[config.mk]
export PLATFORM = sky130hd
export DESIGN_NAME = sar_adc_sequencer
export DESIGN_NICKNAME = d
export VERILOG_FILES = /design/src/sar_adc_pkg.sv /design/src/trig_edge_detect.sv /design/src/sar_adc_sequencer.sv
export SDC_FILE = /design/constraint.sdc
export NUM_CORES = 1
export LEC_CHECK = 0
export BUFFER_PORTS_ARGS = -buffer_cell sky130_fd_sc_hd__buf_2
export CAP_MARGIN = 30
export CORE_MARGIN = 2
export CORE_UTILIZATION = 50
export CTS_BUF_LIST = sky130_fd_sc_hd__clkbuf_8 sky130_fd_sc_hd__clkbuf_16
export DETAILED_ROUTE_END_ITERATION = 10
export PLACE_DENSITY = 0.7
export SETUP_SLACK_MARGIN = 0.3
export SYNTH_ARGS = -nofsm -noshare
export SYNTH_HDL_FRONTEND = slang
export SYNTH_HIERARCHICAL = 1
export SYNTH_SLANG_ARGS = --single-unit
[constraint.sdc]
create_clock -name core_clk -period 3.2 [get_ports core_clk]
set_input_delay 0.64 -clock core_clk [delete_from_list [all_inputs] [get_ports core_clk]]
set_output_delay 0.64 -clock core_clk [all_outputs]
set_load 0.1 [all_outputs]
[src/sar_adc_pkg.sv]
/*
 Package for the successive-approximation converter sequencer: register
 offsets, reset values, field layouts, sequencer states and shared helpers.
 Assumes a 100 MHz core clock and a plain address/strobe register port.
*/
package sar_adc_pkg;

    ////////////////////////////////////////////////////////////////////////
    // Bus geometry and offsets
    localparam int ADDR_W = 3;
    localparam int DATA_W = 16;
    localparam logic [2:0] OFS_MODE = 3'h0;
    localparam logic [2:0] OFS_CHSEL = 3'h1;
    localparam logic [2:0] OFS_PFMODE = 3'h2;
    localparam logic [2:0] OFS_THR = 3'h3;
    localparam logic [2:0] OFS_RESULT = 3'h4;
    localparam logic [2:0] OFS_RESULT_HI = 3'h5;
    localparam logic [2:0] OFS_STATUS = 3'h6;

    ////////////////////////////////////////////////////////////////////////
    // Reset values and converter constants
    localparam logic [7:0] MODE_RST = 8'h00;
    localparam logic [7:0] CHSEL_RST = 8'h00;
    localparam logic [7:0] PF_RST = 8'h00;
    localparam logic [7:0] THR_RST = 8'h00;
    localparam logic [9:0] RESULT_RST = 10'h000;
    localparam logic [9:0] SAR_MSB = 10'h200;
    localparam logic [3:0] SAR_TOP_BIT = 4'h9;
    localparam logic [5:0] RESULT_PAD = 6'h00;
    localparam logic [2:0] FIRST_CHAN = 3'h0;
    localparam logic [7:0] CNT_ZERO = 8'h00;

    ////////////////////////////////////////////////////////////////////////
    // Timing
    localparam int CLK_PERIOD_NS = 10;
    localparam int SAMPLE_TIME_NS = 200;
    localparam int SAMPLE_CYC = (SAMPLE_TIME_NS + CLK_PERIOD_NS - 1) / CLK_PERIOD_NS;
    localparam logic [7:0] SAMPLE_STEP = 8'h08;

    ////////////////////////////////////////////////////////////////////////
    // Register layouts
    typedef struct packed {
        logic conv_run;
        logic scan_enable;
        logic [2:0] conv_time_sel;
        logic speed_sel_hi;
        logic speed_sel_lo;
        logic ref_boost_on;
    } mode_reg_t;

    typedef struct packed {
        logic edge_sel_hi;
        logic edge_sel_lo;
        logic hw_trigger_sel;
        logic trigger_source_sel;
        logic zero_bit;
        logic [2:0] chan;
    } chsel_reg_t;

    typedef struct packed {
        logic powerfail_cmp_en;
        logic powerfail_cmp_dir;
        logic [5:0] zero_bits;
    } pf_reg_t;

    typedef enum logic [1:0] {
        SEQ_IDLE,
        SEQ_WAIT_TRIG,
        SEQ_SAMPLE,
        SEQ_CONVERT
    } seq_state_t;

    typedef struct packed {
        logic sync_a;
        logic sync_b;
        logic prev;
        logic rise;
        logic fall;
    } edge_state_t;

    ////////////////////////////////////////////////////////////////////////
    // Helpers
    function automatic logic is_high_speed(input mode_reg_t m);
        return m.speed_sel_hi ^ m.speed_sel_lo;
    endfunction

    function automatic logic pf_gate(input pf_reg_t p, input logic [7:0] hi, input logic [7:0] thr);
        if (!p.powerfail_cmp_en) begin
            return 1'b1;
        end
        return p.powerfail_cmp_dir ? (hi < thr) : (hi >= thr);
    endfunction

endpackage

[src/trig_edge_detect.sv]
/*
 Trigger pin conditioner: two-stage synchroniser followed by a one-cycle
 rising and falling edge pulse. Assumes the pin may be asynchronous.
*/
module trig_edge_detect import sar_adc_pkg::*; (
    input wire logic core_clk,
    input wire logic rst_n,
    input wire logic pin,
    output logic rise,
    output logic fall
);

    edge_state_t st;
    edge_state_t st_nxt;

    ////////////////////////////////////////////////////////////////////////
    // Only sync_b and later stages feed the edge compare
    always_comb begin
        st_nxt = st;
        st_nxt.sync_a = pin;
        st_nxt.sync_b = st.sync_a;
        st_nxt.prev = st.sync_b;
        st_nxt.rise = st.sync_b & ~st.prev;
        st_nxt.fall = ~st.sync_b & st.prev;
    end

    always_ff @(posedge core_clk or negedge rst_n) begin
        if (!rst_n) begin
            st <= '0;
        end else begin
            st <= st_nxt;
        end
    end

    assign rise = st.rise;
    assign fall = st.fall;

endmodule

[src/sar_adc_sequencer.sv]
/*
 Sequencer for a 10-bit successive-approximation converter: register port,
 trigger selection, select and scan channel stepping, bit search, result
 latch and power-fail gated end pulse.
 Assumes an external comparator answering cmp_above for the code on
 dac_code in the same cycle, and a one-cycle timer compare pulse.
*/
// Function
// - Software trigger: setting run starts conversions, repeated until run clears.
// - After hold, bit 9 trial-set and kept if input at least half reference.
// - Bits 8 down to 0 trial-set, kept if input at least the tap.
// - All ten bits decided: latch result and raise end pulse together.
// - Software mode, high speed: config write during conversion restarts it.
// - External mode: after run, wait for selected edge, convert once, wait.
// - High speed: a valid trigger during conversion restarts it.
// - Hardware modes, high speed: config write aborts, then wait for trigger.
// - Timer mode: each compare event converts once; retrigger restarts in high speed.
// - Select mode converts only the chosen channel, gated end pulse.
// - Scan mode converts channel 0 up to selected, pulse after each.
// - Scan with hardware trigger converts whole sequence once per trigger.
// - Aborted scan restarts at channel 0.
// - Compare disabled: end pulse after every conversion.
// - Compare enabled, direction 0: pulse only if high byte >= threshold.
// - Compare enabled, direction 1: pulse only if high byte < threshold.
// - Compare enabled: result still overwritten at every conversion end.
// - Edge field: 00 none, 01 falling, 10 rising, 11 both.
// - Channel field picks channel n, or range 0 to n in scan.
// - 16-bit view has result in upper ten bits; byte view upper eight.
// - Config write at conversion end wins: no latch and no pulse.
module sar_adc_sequencer import sar_adc_pkg::*; #(
    parameter int SAMPLE_CYCLES = SAMPLE_CYC
) (
    input wire logic core_clk,
    input wire logic rstn,
    input wire logic [ADDR_W-1:0] reg_addr,
    input wire logic [DATA_W-1:0] reg_wdata,
    input wire logic reg_wr,
    input wire logic reg_rd,
    output logic [DATA_W-1:0] reg_rdata,
    input wire logic ext_trigger_pin,
    input wire logic timer_compare_event,
    input wire logic cmp_above,
    output logic [9:0] dac_code,
    output logic [2:0] ana_chan,
    output logic sample_on,
    output logic ref_boost_on,
    output logic conv_end_irq
);

    typedef struct packed {
        seq_state_t state;
        logic [9:0] approx_reg;
        logic [3:0] bit_idx;
        logic [7:0] cnt;
        logic [2:0] chan;
        logic samp;
        logic [9:0] result_word;
        logic irq;
        logic [DATA_W-1:0] rdata;
        mode_reg_t mode;
        chsel_reg_t chsel;
        pf_reg_t pf;
        logic [7:0] thr;
    } core_state_t;

    localparam logic [7:0] SAMPLE_LAST = 8'(SAMPLE_CYCLES - 1);

    core_state_t st_r;
    core_state_t st_nxt;
    logic rst_meta_r;
    logic rst_sync_r;
    logic edge_rise;
    logic edge_fall;
    logic cfg_wr;
    logic busy;
    logic trig;
    logic hs;
    logic conv_done;
    logic start;
    logic [2:0] start_chan;
    logic [9:0] final_code;
    logic [7:0] sample_last;
    mode_reg_t mode_new;
    chsel_reg_t chsel_new;

    ////////////////////////////////////////////////////////////////////////
    // Reset release
    always_ff @(posedge core_clk or negedge rstn) begin
        if (!rstn) begin
            rst_meta_r <= 1'b0;
            rst_sync_r <= 1'b0;
        end else begin
            rst_meta_r <= 1'b1;
            rst_sync_r <= rst_meta_r;
        end
    end

    trig_edge_detect u_edge (
        .core_clk(core_clk),
        .rst_n(rst_sync_r),
        .pin(ext_trigger_pin),
        .rise(edge_rise),
        .fall(edge_fall)
    );

    ////////////////////////////////////////////////////////////////////////
    // Decode and trigger selection
    assign cfg_wr = reg_wr && (reg_addr <= OFS_THR);
    assign busy = (st_r.state == SEQ_SAMPLE) || (st_r.state == SEQ_CONVERT);
    // Settings as they stand after this cycle's write
    assign mode_new = (reg_wr && reg_addr == OFS_MODE) ? mode_reg_t'(reg_wdata[7:0]) : st_r.mode;
    assign chsel_new = (reg_wr && reg_addr == OFS_CHSEL) ?
        chsel_reg_t'({reg_wdata[7:4], 1'b0, reg_wdata[2:0]}) : st_r.chsel;
    assign hs = is_high_speed(mode_new);
    assign conv_done = (st_r.state == SEQ_CONVERT) && (st_r.bit_idx == 4'h0);
    assign start_chan = mode_new.scan_enable ? FIRST_CHAN : chsel_new.chan;
    assign sample_last = SAMPLE_LAST + (SAMPLE_STEP * {5'h00, st_r.mode.conv_time_sel});

    always_comb begin
        trig = 1'b0;
        if (st_r.chsel.hw_trigger_sel) begin
            if (st_r.chsel.trigger_source_sel) begin
                trig = timer_compare_event;
            end else begin
                trig = (st_r.chsel.edge_sel_lo & edge_fall) | (st_r.chsel.edge_sel_hi & edge_rise);
            end
        end
    end

    always_comb begin
        final_code = st_r.approx_reg;
        final_code[0] = cmp_above;
    end

    ////////////////////////////////////////////////////////////////////////
    // Next state
    always_comb begin
        st_nxt = st_r;
        start = 1'b0;
        st_nxt.irq = 1'b0;
        st_nxt.rdata = '0;
        if (reg_wr) begin
            unique case (reg_addr)
                OFS_MODE: st_nxt.mode = mode_new;
                OFS_CHSEL: st_nxt.chsel = chsel_new;
                OFS_PFMODE: st_nxt.pf = pf_reg_t'({reg_wdata[7:6], 6'h00});
                OFS_THR: st_nxt.thr = reg_wdata[7:0];
                default: ;
            endcase
        end
        if (reg_rd) begin
            unique case (reg_addr)
                OFS_MODE: st_nxt.rdata = {8'h00, st_r.mode};
                OFS_CHSEL: st_nxt.rdata = {8'h00, st_r.chsel};
                OFS_PFMODE: st_nxt.rdata = {8'h00, st_r.pf};
                OFS_THR: st_nxt.rdata = {8'h00, st_r.thr};
                OFS_RESULT: st_nxt.rdata = {st_r.result_word, RESULT_PAD};
                OFS_RESULT_HI: st_nxt.rdata = {8'h00, st_r.result_word[9:2]};
                OFS_STATUS: st_nxt.rdata = {11'h000, st_r.state, st_r.chan};
                default: st_nxt.rdata = '0;
            endcase
        end
        if (!st_nxt.mode.conv_run) begin
            st_nxt.state = SEQ_IDLE;
            st_nxt.samp = 1'b0;
        end else begin
            unique case (st_r.state)
                SEQ_IDLE, SEQ_WAIT_TRIG: begin
                    if (!st_nxt.chsel.hw_trigger_sel) begin
                        start = 1'b1;
                    end else if (st_r.state == SEQ_WAIT_TRIG && trig) begin
                        start = 1'b1;
                    end else begin
                        st_nxt.state = SEQ_WAIT_TRIG;
                    end
                end
                SEQ_SAMPLE, SEQ_CONVERT: begin
                    if (cfg_wr && hs) begin
                        if (st_nxt.chsel.hw_trigger_sel) begin
                            st_nxt.state = SEQ_WAIT_TRIG;
                            st_nxt.samp = 1'b0;
                        end else begin
                            start = 1'b1;
                        end
                    end else if (trig && hs) begin
                        start = 1'b1;
                    end else if (st_r.state == SEQ_SAMPLE) begin
                        if (st_r.cnt >= sample_last) begin
                            st_nxt.state = SEQ_CONVERT;
                            st_nxt.samp = 1'b0;
                            st_nxt.approx_reg = SAR_MSB;
                            st_nxt.bit_idx = SAR_TOP_BIT;
                        end else begin
                            st_nxt.cnt = st_r.cnt + 8'h01;
                        end
                    end else if (!conv_done) begin
                        st_nxt.approx_reg[st_r.bit_idx] = cmp_above;
                        st_nxt.approx_reg[st_r.bit_idx - 4'h1] = 1'b1;
                        st_nxt.bit_idx = st_r.bit_idx - 4'h1;
                    end else begin
                        st_nxt.approx_reg = final_code;
                        if (!cfg_wr) begin
                            st_nxt.result_word = final_code;
                            st_nxt.irq = pf_gate(st_r.pf, final_code[9:2], st_r.thr);
                        end
                        if (st_r.mode.scan_enable && st_r.chan < st_r.chsel.chan) begin
                            st_nxt.state = SEQ_SAMPLE;
                            st_nxt.chan = st_r.chan + 3'h1;
                            st_nxt.cnt = CNT_ZERO;
                            st_nxt.samp = 1'b1;
                        end else if (st_nxt.chsel.hw_trigger_sel) begin
                            st_nxt.state = SEQ_WAIT_TRIG;
                        end else begin
                            start = 1'b1;
                        end
                    end
                end
            endcase
        end
        if (start) begin
            st_nxt.state = SEQ_SAMPLE;
            st_nxt.chan = start_chan;
            st_nxt.cnt = CNT_ZERO;
            st_nxt.samp = 1'b1;
        end
    end

    always_ff @(posedge core_clk or negedge rst_sync_r) begin
        if (!rst_sync_r) begin
            st_r <= '{state: SEQ_IDLE, approx_reg: RESULT_RST, bit_idx: 4'h0, cnt: CNT_ZERO,
                      chan: FIRST_CHAN, samp: 1'b0, result_word: RESULT_RST, irq: 1'b0,
                      rdata: 16'h0000, mode: mode_reg_t'(MODE_RST), chsel: chsel_reg_t'(CHSEL_RST),
                      pf: pf_reg_t'(PF_RST), thr: THR_RST};
        end else begin
            st_r <= st_nxt;
        end
    end

    assign reg_rdata = st_r.rdata;
    assign dac_code = st_r.approx_reg;
    assign ana_chan = st_r.chan;
    assign sample_on = st_r.samp;
    assign ref_boost_on = st_r.mode.ref_boost_on;
    assign conv_end_irq = st_r.irq;
endmodule

# Yosys cells after proc, flatten, opt, wreduce, memory -nomap -nowiden
# Index checks and enable logic that the tools add are counted.
dict set report word_totals {
  register_bits 87
  latchBits 0
  mem_bits_rw 0
  romBits 0
  input_bits 26
  elab_cells 186
  mem_count 0
}
dict set report classes {
  add_sub_neg 4
  n_mul 0
  div_mod_pow 0
  order_cmp 9
  eq_ne 26
  n_shift 0
  mux 69
  n_bitwise 13
  reduce_logical 34
}
# cell count
set op_table {}
lappend op_table {{16-bit one-hot mux with 7 select lines} 1}
lappend op_table {{8-bit two-way mux} 7}
lappend op_table {{11-bit two-way mux} 5}
lappend op_table {{23-bit two-way mux} 2}
lappend op_table {{39-bit two-way mux} 1}
lappend op_table {{16-bit two-way mux} 2}
lappend op_table {{32-bit two-way mux} 1}
lappend op_table {{1-bit two-way mux} 30}
lappend op_table {{12-bit two-way mux} 2}
lappend op_table {{24-bit two-way mux} 1}
lappend op_table {{7-bit AND reduction} 3}
lappend op_table {{2-bit two-way mux} 8}
lappend op_table {{4-bit inequality test, second input constant} 4}
lappend op_table {{6-bit inequality test, second input constant} 2}
lappend op_table {{6-bit AND reduction} 2}
lappend op_table {{10-bit bitwise mux} 1}
lappend op_table {{1-bit logical AND} 10}
lappend op_table {{4-bit by 5-bit less-than comparator with 1-bit output, second input constant} 2}
lappend op_table {{10-bit two-way mux} 1}
lappend op_table {{5-bit by 1-bit inequality test with 1-bit output, second input constant} 2}
lappend op_table {{10-bit bitwise OR} 1}
lappend op_table {{5-bit AND reduction} 2}
lappend op_table {{3-bit equality test, second input constant} 3}
lappend op_table {{8-bit by 1-bit adder with 8-bit output, second input constant} 1}
lappend op_table {{36 further kinds} 61}

# Depth between registers and ports, before layout
dict set report logic_depth {
  ltp_word 18
  depth_mapped 10
  mapped_depth_nobuf 8
}

# Cells and area by module
# Netlist, hierarchy kept.
# mod instances cells_per_inst area_per_inst_um2
set modules_own_cells {}
lappend modules_own_cells {sar_adc_sequencer 1 498 4918.5}
lappend modules_own_cells {trig_edge_detect 1 7 140.1}

# Worst setup path after synthesis
# Ideal clock, no wire load.
dict set report synth_timing {
  path_type {input port to flip-flop}
  from {input port reg_addr[2]}
  to {register st_r, in the netlist ana_chan[2]}
  arrival_time_ns 2.393
  t_required_ns 3.076
  slack_ns 0.684
  cell_stages 10
  n_path_buf 3
  cell_sequence {buf_2 nor4bb_1 buf_2 mux2i_1 inv_1 nand4_1 o2111a_1 clkbuf_1 nand2_1 o31a_1}
}
# item line_no
set synth_lines {}
lappend synth_lines {{from (decl)} sar_adc_sequencer.sv:35} ;# input wire logic [ADDR_W-1:0] reg_addr,
lappend synth_lines {{to (signal assigned)} sar_adc_sequencer.sv:230} ;# st_r <= '{state: SEQ_IDLE, approx_reg: RESULT_RST, bit_idx: 4'h0, cnt: CNT_ZERO,
lappend synth_lines {{to (signal assigned)} sar_adc_sequencer.sv:235} ;# st_r <= st_nxt;
lappend synth_lines {{to (decl)} sar_adc_sequencer.sv:68} ;# core_state_t st_r;

# Worst setup path after layout
dict set report layout_timing {
  from {register st_r[71] (netlist name)}
  to {register st_r, in the netlist ana_chan[2]}
}
dict set report layout_via {
  elab_chain_len 10
}
# item line_no
set layout_rtl {}
lappend layout_rtl {{4-bit logical NOT (*)} sar_adc_sequencer.sv:115} ;# assign conv_done = (st_r.state == SEQ_CONVERT) && (st_r.bit_idx == 4'h0);
lappend layout_rtl {{1-bit logical AND (*)} sar_adc_sequencer.sv:115}
lappend layout_rtl {{1-bit two-way mux} sar_adc_sequencer.sv:196} ;# end else if (!conv_done) begin
lappend layout_rtl {{1-bit two-way mux} sar_adc_sequencer.sv:187} ;# end else if (st_r.state == SEQ_SAMPLE) begin
lappend layout_rtl {{1-bit two-way mux} sar_adc_sequencer.sv:185} ;# end else if (trig && hs) begin
lappend layout_rtl {{1-bit two-way mux} sar_adc_sequencer.sv:178} ;# if (cfg_wr && hs) begin
lappend layout_rtl {{1-bit one-hot mux with 2 select lines} sar_adc_sequencer.sv:167} ;# unique case (st_r.state)
lappend layout_rtl {{1-bit two-way mux} sar_adc_sequencer.sv:163} ;# if (!st_nxt.mode.conv_run) begin
lappend layout_rtl {{2-bit inequality test (no line) / 2-bit nonzero test (equally long branches)} -}
lappend layout_rtl {{7-bit AND reduction (no line)} -}
# Every way passes the cells marked *; elsewhere a longest branch is shown, timed or not.
# A chain may end at the register's enable or synchronous reset.

==> results_dict.tcl <==
set metrics [dict create \
    setup_slack_ns 0.474 \
    yosys.area_share.simple_pct 15.5 \
    final_cell_area_mm2 0.00549 \
    final_cell_mix "86 x dfrtp_1, 49 x buf_2, 39 x nand2_1" \
    cts_hold_buf 0 \
    drive_above_1_share_pct 24.7 \
    cp_slowest_cell "dfrtp_1" \
    ys.flop_type "dfrtp_1" \
    route.detailed.drc 0 \
    cp-start-kind "flop" \
    worst-setup-path-type "reg -> reg" \
    endpoint_kind "flop" \
    clkTransAtPathRegs_ns 0.09 \
    ant_nets 0 \
    worstPathRequired_ns 3.46 \
    worst_r2r_endpoint "ana_chan[2]" \
    clkLatencyLatePin_ns 0.36 \
    synth-compound-area-share_pct 16.5 \
    post_cts_buffers 0 \
    critPathMaxFanout 6 \
    finalHoldViolCount 0 \
    drtIter0Drc 289 \
    synth-xor-area-share_pct 0.693 \
    routabilityCongestion 0.867 \
    avgRoutedWirePerCell_um 17.6 \
    h-tree-depth 3 \
    firstDrtPassIters 4 \
    fin_crit_sh_pct 85.2 \
    postSynthCellCount 505 \
    mostFrequentLayoutCell "dfrtp_1" \
    synth_mux_area_share_pct 10.1 \
    ys_seq_area_share_pct 43.0 \
    place_hpwl_mm 8.84 \
    fin_total_pwr_mw 4.39 \
    grt-ovfl-total 0 \
    setup_tns_ns 0 \
    leakage_nw 2.57 \
    cts_buffer_depth 2 \
    nets 580 \
    pre_cts_slack_ns 0.264 \
    core_mm2 0.00982 \
    crit_end "ana_chan[2]" \
    status "finished, final reports clean" \
    r2r_cells 8 \
    io_buffers 49 \
    netlist_area_mm2 0.00506 \
    die_h_um 105 \
    row_count 36 \
    die_x_um 105 \
    wl_mm 11.8 \
    max-cap-violations 0 \
    antenna_cells 0 \
    layout_min_cycle_time_ns 2.73 \
    cts_root_buffer "clkbuf_8" \
    synth.avg_cell_area_um2 10.0 \
    fin_skew_ns 0.00799 \
    ir_worst_vdd_v 0.000376 \
    cts_tree "built" \
    slew_viol_final 0 \
    cellPowerDensity_mw_per_mm2 800 \
    post_dp_cell_area_mm2 0.00529 \
    synth-edff-count 0 \
    numCtsBuffers 9 \
    synth_top_family_by_area "compound AO/OA/AOI/OAI gates" \
    async_reset_ff_share_pct 100 \
    cts.sinks 87 \
    synth_seq_cells 87 \
    grt.total_usage_pct 22.4 \
    dr_total_vias 3816 \
    grt_first_pass_wirelength_mm 19.4 \
    start_util_pct 51.5 \
    dieArea_mm2 0.0109 \
    synth_top_cell_by_area "dfrtp_1" \
    setup_viol 0 \
    tightest_slew_ns 0.717 \
    ys_top_cells_by_area "dfrtp_1 43%, mux2_2 7.1%, ha_1 5.9%" \
    cpPeakStageDelay_ns 0.45 \
    antenna_found_initial 0 \
    r2r-start "st_r[71]" \
    worstPathArrival_ns 2.98 \
    hold_path.class "in -> async" \
    syn_nets 555 \
    yosysTopAreaCellShare_pct 43.0 \
    cpMostUsedCell "nand3_1" \
    maxSlewHeadroom_pct 52.1 \
    max_freq_ghz 0.367 \
    fill_cells 912 \
    cp-startpoint "st_r[71]" \
    ctsResizeCount 0 \
    synthAdderAreaFrac_pct 5.94 \
    pin_count 58 \
    yosysWarnings 6 \
    grt_pass1_vias 3730 \
    yosysUniqueCellTypes 70 \
    crit_chain "inv_1 > ha_1 > nor3b_4 > nand3_1 > a221oi_4 > nand3_1 > o21a_1 > o31a_1" \
    grt_max_degree 69 \
    rsz0062_at_grt "no" \
    vias_per_cell 5.71 \
    r2r_setup_slack_ns 0.47 \
    area_growth_pct 8.43 \
]
==> state kept, by name, indices dropped and copies added, names as in the netlist <==
register and cells:
st_r 48, reg_rdata 16, dac_code 10, ana_chan 3, u_edge/st 3, conv_end_irq 1
ref_boost_on 1, rst_meta_r 1, rst_sync_r 1, sample_on 1, u_edge/fall 1, u_edge/rise 1
==> worst max-delay path: cells and delay by family, from the launching register on <==
family,cells,cell delay (ns)
DFF,1,0.45
and+or+nand+nor,3,0.78
adders and majority gates,1,0.27
AOI/OAI and AO/OA,3,0.93
buffers and inverters,1,0.19
==> metal layers <==
metal / up-vias / track usage, % / part of all wire [%]
li1: 1837 / - / -
met4: 0 / 10.2 / 2.9
met3: 23 / 2.74 / 3.6
met5: - / 0 / 0
met1: 1860 / 30.2 / 46
met2: 96 / 36.3 / 47
==> power by group <==
group	switching [mW]	total [mW]	internal, mW
clock network	0.412	0.695	0.283
logic	1.43	2.07	0.641
registers	0.313	1.63	1.31
==> through the flow <==
stage | utilization, % | hold WS (ns) | cells
2_1_floorplan | - | 0.331 | 505
3_3_place_gp | 53.6 | 0.332 | 651
3_5_place_dp | 53.9 | 0.211 | 652
4_1_cts | 55.6 | 0.0282 | 668
5_1_grt | 55.9 | 0.0365 | 668
6_report | 55.9 | 0.0412 | 668
==> kinds of logic (layout without fill, tap and decap cells) <==
logic type | Yosys count | count (layout)
and+or+nand+nor | 148 | 148
xor gates and xnor gates | 4 | 4
other | 1 | 1
buffers and inverters | 75 | 105
DFF | 87 | 87
muxes | 47 | 47
adders and majority gates | 24 | 24
AOI/OAI and AO/OA | 119 | 119
==> cell type report <==
| class | count | area, µm² | share of cell area (%) |
|---|---|---|---|
| well taps | 133 | 166 | 3.03 |
| multi-input cells | 343 | 2490 | 45.5 |
| repair buffers | 64 | 378 | 6.89 |
| clock inverters | 7 | 48.8 | 0.890 |
| flip-flops and latches | 87 | 2180 | 39.8 |
| inverters | 25 | 93.8 | 1.71 |
| clock buffers | 9 | 124 | 2.26 |
==> synthesized netlist by cell type (4+ instances only) <==
| library cell | number |
|---|---|
| nand3_1 | 14 |
| mux2i_1 | 15 |
| or2_2 | 4 |
| nand2b_1 | 5 |
| nor2b_1 | 13 |
| clkbuf_1 | 8 |
| o31ai_2 | 4 |
| and2_1 | 10 |
| nand4_1 | 5 |
| inv_1 | 25 |
| nand2_1 | 39 |
| o211ai_1 | 6 |
| a211oi_1 | 6 |
| ha_1 | 24 |
| buf_2 | 7 |
| nor2_1 | 28 |
| dfrtp_1 | 87 |
| buf_4 | 30 |
| o21ai_0 | 22 |
| a221oi_1 | 5 |
| and3_1 | 9 |
| a21oi_1 | 34 |
| mux2_2 | 32 |
==> how the worst min path moves through the flow <==
stage                              end  slack (ns)  depth (start not counted)
after floorplan             rst_sync_r        0.33                          0
after global placement    u_edge/st[3]        0.33                          0
after detailed placement      st_r[74]        0.21                          0
after CTS                   rst_sync_r        0.03                          1
after global routing        rst_sync_r        0.04                          1
final                       rst_sync_r        0.04                          1
Power figures use the tool's default switching activity.
